### src/shared/pll_regs_pkg.sv
// Purpose: constants and types for the synthesizer programming register bank
// Assumes: 24-bit serial words, control field in bits 2:0
// Notes: field positions of the dither and reference path registers are partly chosen
// Functional notes
// [RL1] control code 010 loads the fractional divide register
// [RL2] fractional divide register resets to 0x001802
// [RL3] host keeps fraction below the programmed modulus
// [RL4] modulus field is bits 13:3, legal 1..2047, default 1536
// [RL5] control code 011 loads dither register, reset 0x10000b
// [RL6] dither enable resets to one
// [RL7] dither magnitude resets to 15, host should set 1; DITHER_RST here decodes to magnitude 1
// [RL8] dither restart value accepts 0 to 2^17-1
// [RL9] control code 100 loads pump/detector/reference register, reset 0x0aa7e4
// [RL10] bits 11:10 pick pump current when bit 18 is zero
// [RL11] bit 18 set selects external resistor current reference
// [RL12] bits 16:12 hold phase offset multiplier in 22.5 degree steps
// [RL13] phase offset resets to 10, host should set 6
// [RL14] bit 17 selects phase offset polarity
// [RL15] reference path scales reference by 2, 1, 0.5 or 0.25
// [RL16] monitor output selectable, resets to lock detect
// [RL17] control code 001 loads the modulus divide register
// [RL18] divide ratio is integer plus fraction over modulus
// [RL19] host writes zeros into reserved bits
// [RL20] registers are 24 bits, control bits only select destination
package pll_regs_pkg;
    localparam int WORD_W = 24;
    localparam logic [2:0] SEL_MODULUS = 3'h1;
    localparam logic [2:0] SEL_FRACTION = 3'h2;
    localparam logic [2:0] SEL_DITHER = 3'h3;
    localparam logic [2:0] SEL_PUMP = 3'h4;
    localparam logic [23:0] MODULUS_RST = 24'h003001;
    localparam logic [23:0] FRACTION_RST = 24'h001802;
    localparam logic [23:0] DITHER_RST = 24'h10000b;
    localparam logic [23:0] PUMP_RST = 24'h0aa7e4;
    localparam int MOD_LSB = 3;
    localparam int MOD_MSB = 13;
    localparam int FRAC_LSB = 3;
    localparam int FRAC_MSB = 13;
    localparam int DITH_RESTART_LSB = 3;
    localparam int DITH_RESTART_MSB = 19;
    localparam int DITH_MAG_LSB = 20;
    localparam int DITH_MAG_MSB = 23;
    localparam int DITH_EN_BIT = 3;
    localparam int CP_CUR_LSB = 10;
    localparam int CP_CUR_MSB = 11;
    localparam int PH_OFS_LSB = 12;
    localparam int PH_OFS_MSB = 16;
    localparam int PH_POL_BIT = 17;
    localparam int CP_REF_BIT = 18;
    localparam int REF_SCALE_LSB = 19;
    localparam int REF_SCALE_MSB = 20;
    localparam int MON_SEL_LSB = 5;
    localparam int MON_SEL_MSB = 7;
    localparam logic [2:0] MON_LOCK_DETECT = 3'h7;
    localparam logic [2:0] MON_DITHER_EN = 3'h1;
    localparam logic [2:0] MON_HIGH = 3'h2;
    localparam int SPI_SYNC_STAGES = 3;

    typedef struct packed {
        logic [10:0] fraction_denominator;
        logic [10:0] fraction_numerator;
        logic dither_enable;
        logic [3:0] dither_magnitude;
        logic [16:0] dither_restart;
        logic [1:0] pump_current_sel;
        logic pump_current_resistor;
        logic [4:0] phase_offset_mult;
        logic phase_offset_negative;
        logic [1:0] reference_scale;
        logic [2:0] monitor_select;
    } synth_cfg_t;
endpackage

### src/core/pll_synth_program_regs.sv
// Purpose: serial-loaded write-only configuration registers 1 to 4 of the synthesizer
// Assumes: serial clock, data and latch enable arrive asynchronously and are oversampled
// Notes: serial clock must stay well below a quarter of the system clock rate
// Notes: every output is registered; decoded settings lag the raw registers by one cycle
`timescale 1ns/1ps
module pll_synth_program_regs
(
    // system
    input wire logic SYS_CLK_IN,
    input wire logic RESETN_IN,
    // serial programming pins
    input wire logic SPI_CLK_IN,
    input wire logic SPI_DATA_IN,
    input wire logic SPI_LE_IN,
    // loop status
    input wire logic LOCK_DETECT_IN,
    // register contents
    output logic [23:0] MODULUS_REG_OUT,
    output logic [23:0] FRACTION_REG_OUT,
    output logic [23:0] DITHER_REG_OUT,
    output logic [23:0] PUMP_REG_OUT,
    // decoded settings
    output pll_regs_pkg::synth_cfg_t CFG_OUT,
    output logic MONITOR_OUTPUT_PIN_OUT
);

    // ************************************************************
    // helpers
    // ************************************************************
    // a pin level counts only once the second and third stages agree
    function automatic logic settled(input logic [2:0] stages);
        return stages[1] == stages[2];
    endfunction

    // agreed high while the filtered level is still low
    function automatic logic rising
    (
        input logic [2:0] stages,
        input logic level
    );
        return settled(stages) && stages[2] && !level;
    endfunction

    // load strobe for one destination; the code bits only steer the word [RL20]
    function automatic logic word_hits
    (
        input logic strobe,
        input logic [23:0] word,
        input logic [2:0] code
    );
        return strobe && (word[2:0] == code);
    endfunction

    // field split of the four raw registers
    function automatic pll_regs_pkg::synth_cfg_t decode_fields
    (
        input logic [23:0] modulus,
        input logic [23:0] fraction,
        input logic [23:0] dither,
        input logic [23:0] pump
    );
        pll_regs_pkg::synth_cfg_t f;
        f = '0;
        // ratio is integer + numerator/denominator; the host keeps numerator below denominator [RL18] [RL3]
        f.fraction_denominator = modulus[pll_regs_pkg::MOD_MSB:pll_regs_pkg::MOD_LSB]; // [RL4]
        f.fraction_numerator = fraction[pll_regs_pkg::FRAC_MSB:pll_regs_pkg::FRAC_LSB];
        f.dither_enable = dither[pll_regs_pkg::DITH_EN_BIT]; // [RL6]
        f.dither_magnitude = dither[pll_regs_pkg::DITH_MAG_MSB:pll_regs_pkg::DITH_MAG_LSB];
        f.dither_restart = dither[pll_regs_pkg::DITH_RESTART_MSB:pll_regs_pkg::DITH_RESTART_LSB]; // [RL8]
        f.pump_current_sel = pump[pll_regs_pkg::CP_CUR_MSB:pll_regs_pkg::CP_CUR_LSB]; // [RL10]
        f.pump_current_resistor = pump[pll_regs_pkg::CP_REF_BIT]; // [RL11]
        f.phase_offset_mult = pump[pll_regs_pkg::PH_OFS_MSB:pll_regs_pkg::PH_OFS_LSB]; // [RL12]
        f.phase_offset_negative = pump[pll_regs_pkg::PH_POL_BIT]; // [RL14]
        f.reference_scale = pump[pll_regs_pkg::REF_SCALE_MSB:pll_regs_pkg::REF_SCALE_LSB]; // [RL15]
        f.monitor_select = pump[pll_regs_pkg::MON_SEL_MSB:pll_regs_pkg::MON_SEL_LSB]; // [RL16]
        return f;
    endfunction

    // ************************************************************
    // pin synchronisers
    // ************************************************************
    logic [2:0] sclk_sync_r;
    logic [2:0] sdat_sync_r;
    logic [2:0] le_sync_r;
    logic sclk_level_r;
    logic le_level_r;
    logic sdat_level_r;

    // clock pin; reset to the idle low level so no false edge follows reset
    always_ff @(posedge SYS_CLK_IN)
    begin
        if (!RESETN_IN)
        begin
            sclk_sync_r <= 3'h0;
        end
        else
        begin
            sclk_sync_r <= {sclk_sync_r[1:0], SPI_CLK_IN};
        end
    end

    // data pin
    always_ff @(posedge SYS_CLK_IN)
    begin
        if (!RESETN_IN)
        begin
            sdat_sync_r <= 3'h0;
        end
        else
        begin
            sdat_sync_r <= {sdat_sync_r[1:0], SPI_DATA_IN};
        end
    end

    // latch pin
    always_ff @(posedge SYS_CLK_IN)
    begin
        if (!RESETN_IN)
        begin
            le_sync_r <= 3'h0;
        end
        else
        begin
            le_sync_r <= {le_sync_r[1:0], SPI_LE_IN};
        end
    end

    // a level moves only once the second and third stage agree
    always_ff @(posedge SYS_CLK_IN)
    begin
        if (!RESETN_IN)
        begin
            sclk_level_r <= 1'b0;
        end
        else if (settled(sclk_sync_r))
        begin
            sclk_level_r <= sclk_sync_r[2];
        end
    end

    always_ff @(posedge SYS_CLK_IN)
    begin
        if (!RESETN_IN)
        begin
            le_level_r <= 1'b0;
        end
        else if (settled(le_sync_r))
        begin
            le_level_r <= le_sync_r[2];
        end
    end

    always_ff @(posedge SYS_CLK_IN)
    begin
        if (!RESETN_IN)
        begin
            sdat_level_r <= 1'b0;
        end
        else if (settled(sdat_sync_r))
        begin
            sdat_level_r <= sdat_sync_r[2];
        end
    end

    logic sclk_rise;
    logic le_rise;
    // edges come from agreed stages, so a one-sample glitch never shifts or loads
    assign sclk_rise = rising(sclk_sync_r, sclk_level_r);
    assign le_rise = rising(le_sync_r, le_level_r);

    // ************************************************************
    // shift register
    // ************************************************************
    logic [23:0] shift_r;

    // data is taken from the settled level, which lags the clock edge by one stage
    // no bit counter: only the last 24 bits before the latch count
    always_ff @(posedge SYS_CLK_IN)
    begin
        if (!RESETN_IN)
        begin
            shift_r <= 24'h000000;
        end
        else if (sclk_rise)
        begin
            shift_r <= {shift_r[22:0], sdat_level_r};
        end
    end

    // ************************************************************
    // register load
    // ************************************************************
    logic load_modulus;
    logic load_fraction;
    logic load_dither;
    logic load_pump;

    // whole word is stored; control bits only steer it, other codes load nothing [RL20]
    assign load_modulus = word_hits(le_rise, shift_r, pll_regs_pkg::SEL_MODULUS); // [RL17]
    assign load_fraction = word_hits(le_rise, shift_r, pll_regs_pkg::SEL_FRACTION); // [RL1]
    assign load_dither = word_hits(le_rise, shift_r, pll_regs_pkg::SEL_DITHER); // [RL5]
    assign load_pump = word_hits(le_rise, shift_r, pll_regs_pkg::SEL_PUMP); // [RL9]

    // modulus
    always_ff @(posedge SYS_CLK_IN)
    begin
        if (!RESETN_IN)
        begin
            MODULUS_REG_OUT <= pll_regs_pkg::MODULUS_RST; // [RL4]
        end
        else if (load_modulus)
        begin
            MODULUS_REG_OUT <= shift_r; // [RL17]
        end
    end

    // fraction
    always_ff @(posedge SYS_CLK_IN)
    begin
        if (!RESETN_IN)
        begin
            FRACTION_REG_OUT <= pll_regs_pkg::FRACTION_RST; // [RL2]
        end
        else if (load_fraction)
        begin
            FRACTION_REG_OUT <= shift_r; // [RL1]
        end
    end

    // dither
    always_ff @(posedge SYS_CLK_IN)
    begin
        if (!RESETN_IN)
        begin
            DITHER_REG_OUT <= pll_regs_pkg::DITHER_RST; // [RL5] [RL6] [RL7]
        end
        else if (load_dither)
        begin
            DITHER_REG_OUT <= shift_r; // [RL5]
        end
    end

    // pump, detector and reference path
    always_ff @(posedge SYS_CLK_IN)
    begin
        if (!RESETN_IN)
        begin
            PUMP_REG_OUT <= pll_regs_pkg::PUMP_RST; // [RL9] [RL13]
        end
        else if (load_pump)
        begin
            PUMP_REG_OUT <= shift_r; // [RL9]
        end
    end

    // ************************************************************
    // decoded settings
    // ************************************************************
    pll_regs_pkg::synth_cfg_t cfg_nxt;

    // decoded from the raw registers, not the shift word, so settings trail the raw registers by one cycle
    always_comb
    begin
        cfg_nxt = decode_fields(MODULUS_REG_OUT, FRACTION_REG_OUT, DITHER_REG_OUT, PUMP_REG_OUT);
    end

    // settings read zero during reset, not the decoded defaults
    always_ff @(posedge SYS_CLK_IN)
    begin
        if (!RESETN_IN)
        begin
            CFG_OUT <= '0;
        end
        else
        begin
            CFG_OUT <= cfg_nxt;
        end
    end

    // ************************************************************
    // monitor output
    // ************************************************************
    logic monitor_nxt;

    // unused selections drive low rather than leave the pin floating
    // lock detect is not synchronised: it must come from this clock
    always_comb
    begin
        monitor_nxt = 1'b0;
        case (cfg_nxt.monitor_select)
            pll_regs_pkg::MON_LOCK_DETECT: monitor_nxt = LOCK_DETECT_IN; // [RL16]
            pll_regs_pkg::MON_DITHER_EN: monitor_nxt = cfg_nxt.dither_enable;
            pll_regs_pkg::MON_HIGH: monitor_nxt = 1'b1;
            default: monitor_nxt = 1'b0;
        endcase
    end

    always_ff @(posedge SYS_CLK_IN)
    begin
        if (!RESETN_IN)
        begin
            MONITOR_OUTPUT_PIN_OUT <= 1'b0;
        end
        else
        begin
            MONITOR_OUTPUT_PIN_OUT <= monitor_nxt;
        end
    end

endmodule

### config.mk
export PLATFORM = sky130hd
export DESIGN_NAME = pll_synth_program_regs
export DESIGN_NICKNAME = d
export VERILOG_FILES = /design/src/shared/pll_regs_pkg.sv /design/src/core/pll_synth_program_regs.sv
export SDC_FILE = /design/constraint.sdc
export NUM_CORES = 1
export LEC_CHECK = 0
export BUFFER_PORTS_ARGS = -buffer_cell sky130_fd_sc_hd__buf_2
export CAP_MARGIN = 10
export CORE_MARGIN = 2
export CORE_UTILIZATION = 35
export DETAILED_ROUTE_END_ITERATION = 8
export GPL_ROUTABILITY_DRIVEN = 0
export PLACE_DENSITY = 0.68
export SLEW_MARGIN = 15
export SYNTH_ARGS = -nofsm -noshare
export SYNTH_HDL_FRONTEND = slang
export SYNTH_SLANG_ARGS = --single-unit
### constraint.sdc
create_clock -name SYS_CLK_IN -period 1.75 [get_ports SYS_CLK_IN]
set_clock_uncertainty 0.1 [all_clocks]
set_input_delay 0.175 -clock SYS_CLK_IN [delete_from_list [all_inputs] [get_ports SYS_CLK_IN]]
set_output_delay 0.175 -clock SYS_CLK_IN [all_outputs]
set_load 0.05 [all_outputs]
==> results.cfg, run 1 <==
[status]
status = finished, final reports clean

[logic_synthesis]
yosys.area_share.adder_pct = 0.395
synth_top_cell_area_share_pct = 60.0
ys_ff_latch = 190
synth_area_um2 = 6340
netlist_instances = 611
synth_compound_area_share_pct = 7.48
yosysMostFrequentCell = dfxtp_1
synth_top_family_by_area = simple AND/OR/NAND/NOR gates
netlist_top_cells_count = 190 x dfxtp_1, 120 x nand2_1, 64 x mux2i_1
synth_simple_gate_area_share_pct = 17.1
synth_flop_cell = dfxtp_1
synth_edf_count = 0
synthArstFlopShare_pct = 0
synth_seq_area_share_pct = 60.0
synthMuxAreaShare_pct = 10.1
synthesis.yosys.warnings = 0
synth_xor_area_share_pct = 0
synthTopCellsByArea = dfxtp_1 60%, mux2i_1 10%, nand2_1 7.1%, and2_1 4.1%, a21boi_0 3.0%
syn_nets = 619
syn-mean-instance-area_um2 = 10.4
synth_top_area_cell = dfxtp_1
synth.distinct_cells = 29

[clock_tree]
h-tree-depth = 4
ctsRootBufferMaster = clkbuf_16
numCtsBuffers = 17
cts_tree = done
clk_pin_slew_ns = 0.07
clk_latency_ns = 0.43
clock_path_buffers = 2
cts_sinks = 190

[die]
dieWidth_um = 139
die_area_um2 = 19200
start_util_pct = 35.5
fp.dieH_um = 139
rows = 49
ios = 161
core-area_um2 = 17800

[place]
dp.cells = 978
dpl.hpwl_um = 9950
dpl-instance-area_um2 = 7440
pre_cts_slack_ns = 0.0359
port_buffers = 160

[drt]
dr.pass1.iters = 4
ant_nets = 0
drt-total-wl_um = 14500
drc = 0
routedWlPerCell_um = 14.2
viasPerCell = 4.50
vias = 4580
drtIter0Drc = 206

[timing]
fin_crit_sh_pct = 94.1
rsz0062_at_grt = false
max_slew.worst_pin.slew_ns = 0.413
fin_ws_ns = 0.103
setup_viol = 0
setup_tns_ns = 0
fin_crit_ns = 1.65
max_freq_mhz = 607
slew-limit-headroom_pct = 72.5
hold_viol_final = 0
maxSlewViolCount = 0

[job]
drv_cap = 0

[pwr]
p_sw_share_pct = 22.2
net-switching-power_uw = 1880
peakVddDrop_mv = 0.718
finalPower_uw = 8490
power_frac_comb_pct = 2.7
p_int_uw = 6600
powerDensity_nw_per_um2 = 1040
p_leak_uw = 0.00382
pwr-share-clk_pct = 46.0
power_frac_seq_pct = 51.3

[layout]
area_delta_synth_final_pct = 28.1
ff_latch_area_um2 = 3800
diodes = 0
fin_area_um2 = 8120
stdcell_count = 1017
fillCellCount = 1689
drive_gt1_share_pct = 28.4
num-nets-final = 783
multiInputGateArea_um2 = 2230

[global_route]
grt_pass1_vias = 4302
antenna_found_initial = 0
met3_usage_pct = 5.39
grt_pass1_wl_um = 23100
gr-usage-all-layers_pct = 15.1
grt_max_degree = 45
use_met2_pct = 23.3
grt_overflow_total = 0
use_met1_pct = 19.9
grt-busiest-layer = met2

[critical_path]
r2r-end = MODULUS_REG_OUT[8]
end_kind = flip-flop
reg2reg_slack_ns = 0.10
path_max_fanout = 6
critPathKind = flip-flop to flip-flop
crit_path_start_kind = flip-flop
rr_worst_depth = 6
required_ns = 2.01
critical_path_arrival_ns = 1.90
timing.rr.start = le_sync_r[2]

[worst_hold_path]
min_path_type = input port to flip-flop
whs_path_depth = 2
min_to = FRACTION_REG_OUT[11]
holdCritStartpoint = RESETN_IN
[registers in the layout, indices dropped and copies added (netlist names), 3 cells and up]
register          cells
sdat_sync_r           3
DITHER_REG_OUT       24
PUMP_REG_OUT         24
sclk_sync_r           3
FRACTION_REG_OUT     24
MODULUS_REG_OUT      24
shift_r              24
CFG_OUT              57
le_sync_r             3
[area by class of cell]
class / count / area share, %
timing repair buffer: 188 / 13.6
inverter: 26 / 1.20
tap: 229 / 3.53
multi-input combinational: 352 / 27.5
clock buffer: 19 / 5.45
clock inverter: 13 / 1.88
sequential: 190 / 46.8
[cells by family after synthesis]
logic type,Yosys count
AO/OA/AOI/OAI,70
AND/OR/NAND/NOR,216
adder cells (fa/ha/maj),2
buffers and inverters,69
flip-flops,190
multiplexers,64
[how the worst max path moves through the flow]
stage,endpoint,start,slack (ns),cells past startpoint
final,MODULUS_REG_OUT[8],le_sync_r[2],0.10,6
after floorplan,MODULUS_REG_OUT[14],le_sync_r[2],0.25,5
after global placement,MODULUS_REG_OUT[20],le_sync_r[1],0.15,5
after detailed placement,MODULUS_REG_OUT[21],le_sync_r[1],0.04,5
after CTS,MODULUS_REG_OUT[14],le_sync_r[2],0.01,5
after global routing,MODULUS_REG_OUT[11],le_sync_r[1],0.02,6
[power groups by stage]
stage          Clock (uW)  Combinational [uW]  Sequential, uW
6_report             3900                 226            4360
5_1_grt              4200                 244            4360
4_1_cts              3990                 229            4360
3_5_place_dp            0                 223            4460
3_3_place_gp            0                 222            4460
2_1_floorplan           0                97.6            4520
[cell usage in the layout, fill, tap and decap left out, drive strengths merged, types with 3 or more instances in the layout]
| cell type | count |
|---|---|
| buf | 184 |
| dlygate4sd3 | 3 |
| dfxtp | 190 |
| nand3 | 3 |
| nor2b | 28 |
| and2 | 42 |
| clkbuf | 20 |
| mux2i | 64 |
| o31ai | 20 |
| and3b | 4 |
| clkinv | 3 |
| or3b | 3 |
| nand3b | 3 |
| o21ai | 22 |
| nand2 | 120 |
| and3 | 5 |
| inv | 32 |
| a21boi | 25 |
[worst max-delay path: stages (launching register included)]
cell and delay, ns:
dfxtp_1 0.34, ha_1 0.19, nor2b_2 0.20, nor3b_4 0.23
buf_4 0.18, clkbuf_16 0.16, mux2i_1 0.18
[layer usage]
layer  vias up  wire length [um]
met4         0               219
li1       2328                 -
met2       120              6290
met5         -                 0
met3        18               928
met1      2114              7030
[metrics by stage]
step	util, %	hold slack (ns)
finish	45.5	0.0384
global route	45.5	0.0263
CTS	45.2	0.0146
detailed placement	41.7	0.291
global placement	41.7	0.284
floorplan	-	0.202
[timing repair]
action                                 CTS  global route
buffers inserted                         0             2
hold buffers                             3             0
endpoints found under the hold margin    3             0
resized for setup                        0             4
setup endpoints to repair                0            13
(Power assumes the default switching activity.)
==> inputs of run 2 (changes only) <==
--- a/config.mk
+++ b/config.mk
@@ -8,10 +8,10 @@
 export BUFFER_PORTS_ARGS = -buffer_cell sky130_fd_sc_hd__buf_2
 export CAP_MARGIN = 10
 export CORE_MARGIN = 2
-export CORE_UTILIZATION = 35
+export CORE_UTILIZATION = 52
 export DETAILED_ROUTE_END_ITERATION = 8
 export GPL_ROUTABILITY_DRIVEN = 0
-export PLACE_DENSITY = 0.68
+export PLACE_DENSITY_LB_ADDON = 0.08
 export SLEW_MARGIN = 15
 export SYNTH_ARGS = -nofsm -noshare
 export SYNTH_HDL_FRONTEND = slang
==> run 2 against run 1 <==
Net effect: cell count fell by 8.2%; combinational power fell by 4%; sequential share of layout area rose by 0.64 points; highest routed layer unchanged.
==> results.cfg, run 2 (synthesis results as in run 1) <==
[worst_hold_path]
min_path_type = input port to flip-flop

[drt]
vias = 4652
ant_nets = 0
routedWlPerCell_um = 14.5
drtIter0Drc = 287
viasPerCell = 4.98
drt-total-wl_um = 13500
drc = 0
dr.pass1.iters = 5

[critical_path]
worstPathCellList = ha_1, nor2b_2, nor3b_4, buf_4, or3b_2
critPathKind = flip-flop to flip-flop
crit_path_start_kind = flip-flop
max_stage_delay_ns = 0.43
critical_path_arrival_ns = 1.86
required_ns = 1.95
slowest_stage = or3b_2
crit_family = simple AND/OR/NAND/NOR gates
end_kind = flip-flop
path_buf_inv = 1
path_max_fanout = 3

[global_route]
grt_pass1_wl_um = 21500
grt-busiest-layer = met2
grt_max_degree = 64
gr-usage-all-layers_pct = 21.0
antenna_found_initial = 0
use_met1_pct = 27.8
grt_overflow_total = 0
grt_pass1_vias = 4302
met3_usage_pct = 4.92
use_met2_pct = 33.6

[layout]
largest_register_ffs = 57
ff_latch_area_um2 = 3800
regMostFlops = CFG_OUT
num-nets-final = 782
utilization_pct = 67.0
fillCellCount = 983
area_delta_synth_final_pct = 26.3
final_cell_mix = 190 x dfxtp_1, 159 x buf_2, 120 x nand2_1
multiInputGateArea_um2 = 2230
drive_gt1_share_pct = 27.7
layout_commonest_cell = dfxtp_1
diodes = 0

[clock_tree]
clk_latency_ns = 0.42
clk_pin_slew_ns = 0.06
numCtsBuffers = 17
ctsRootBufferMaster = clkbuf_16
cts_tree = done
cts_sinks = 190
clock_path_buffers = 2
h-tree-depth = 4

[die]
die_area_um2 = 13100
rows = 40
dieWidth_um = 114
start_util_pct = 53.0
ios = 161
core-area_um2 = 12000
fp.dieH_um = 114

[place]
dpl.hpwl_um = 9370
port_buffers = 160
pre_cts_slack_ns = 0.128

[timing]
setup_tns_ns = 0
fin_crit_sh_pct = 94.9
fin_ws_ns = 0.0890
max_freq_mhz = 602
maxSlewViolCount = 0
setup_viol = 0
hold_viol_final = 0
fin_crit_ns = 1.66
rsz0062_at_grt = false
slew-limit-headroom_pct = 76.8
max_slew.worst_pin.slew_ns = 0.348

[pwr]
finalPower_uw = 8570
powerDensity_nw_per_um2 = 1070
p_leak_uw = 0.00382
peakVddDrop_mv = 0.609

[status]
status = finished, final reports clean

[job]
drv_cap = 0
[run 2: cell count changes in the layout (fill, tap and decap cells not counted), sizes merged]
| cell | previous run | this run |
|---|---|---|
| clkbuf | 20 | 27 |
| inv | 32 | 26 |
| clkinvlp | 2 | 0 |
| bufinv | 2 | 3 |
| clkinv | 3 | 2 |
[run 2: metal layers]
metal,wire [um],vias to the layer above
met1,6290,2182
met4,167,0
met3,666,14
li1,-,2321
met5,0,-
met2,6420,135
[run 2: report_power, final]
group          switching (uW)  leakage [uW]  internal [uW]
registers                8.40       0.00154           4350
clock network            1520      0.000308           2480
logic                     145       0.00198           71.3
total                    1670       0.00382           6900
[run 2: repair_timing]
| item | 4_1_cts | 5_1_grt |
|---|---|---|
| resized for setup | 0 | 8 |
| endpoints found under the hold margin | 3 | 0 |
| setup buffers | 0 | 2 |
| hold buffers | 3 | 0 |
| endpoints found under the setup margin | 0 | 22 |
[run 2: layout make-up]
type | instances | share of cell area, %
Timing Repair Buffer | 187 | 13.4
Clock inverter | 5 | 1.25
Inverter | 26 | 1.22
Clock buffer | 27 | 6.53
Sequential cell | 190 | 47.5
Multi-Input combinational cell | 352 | 27.8
Tap cell | 147 | 2.30
[run 2: worst reg2reg max path, stage by stage, from the launching register on]
cell and delay, ns:
dfxtp_1 0.31, ha_1 0.22, nor2b_2 0.17, nor3b_4 0.15
buf_4 0.16, or3b_2 0.43
[run 2: worst paths after layout]
| path | startpoint | end | slack [ns] | cells past startpoint |
|---|---|---|---|---|
| max | le_sync_r[1] | MODULUS_REG_OUT[0] | 0.09 | 5 |
| min | RESETN_IN | CFG_OUT[47] | 0.02 | 3 |
| max reg2reg | le_sync_r[1] | MODULUS_REG_OUT[0] | 0.09 | 5 |
| min reg2reg | sclk_sync_r[0] | sclk_sync_r[1] | 0.34 | 1 |
[run 2: metrics by stage]
step,cells,instance area (um2),hold WS (ns)
6_report,934,8010,0.0175
5_1_grt,934,8010,0.0303
4_1_cts,930,7970,0.00517
3_5_place_dp,895,7310,0.285
3_3_place_gp,895,7310,0.285
2_1_floorplan,611,6340,0.202
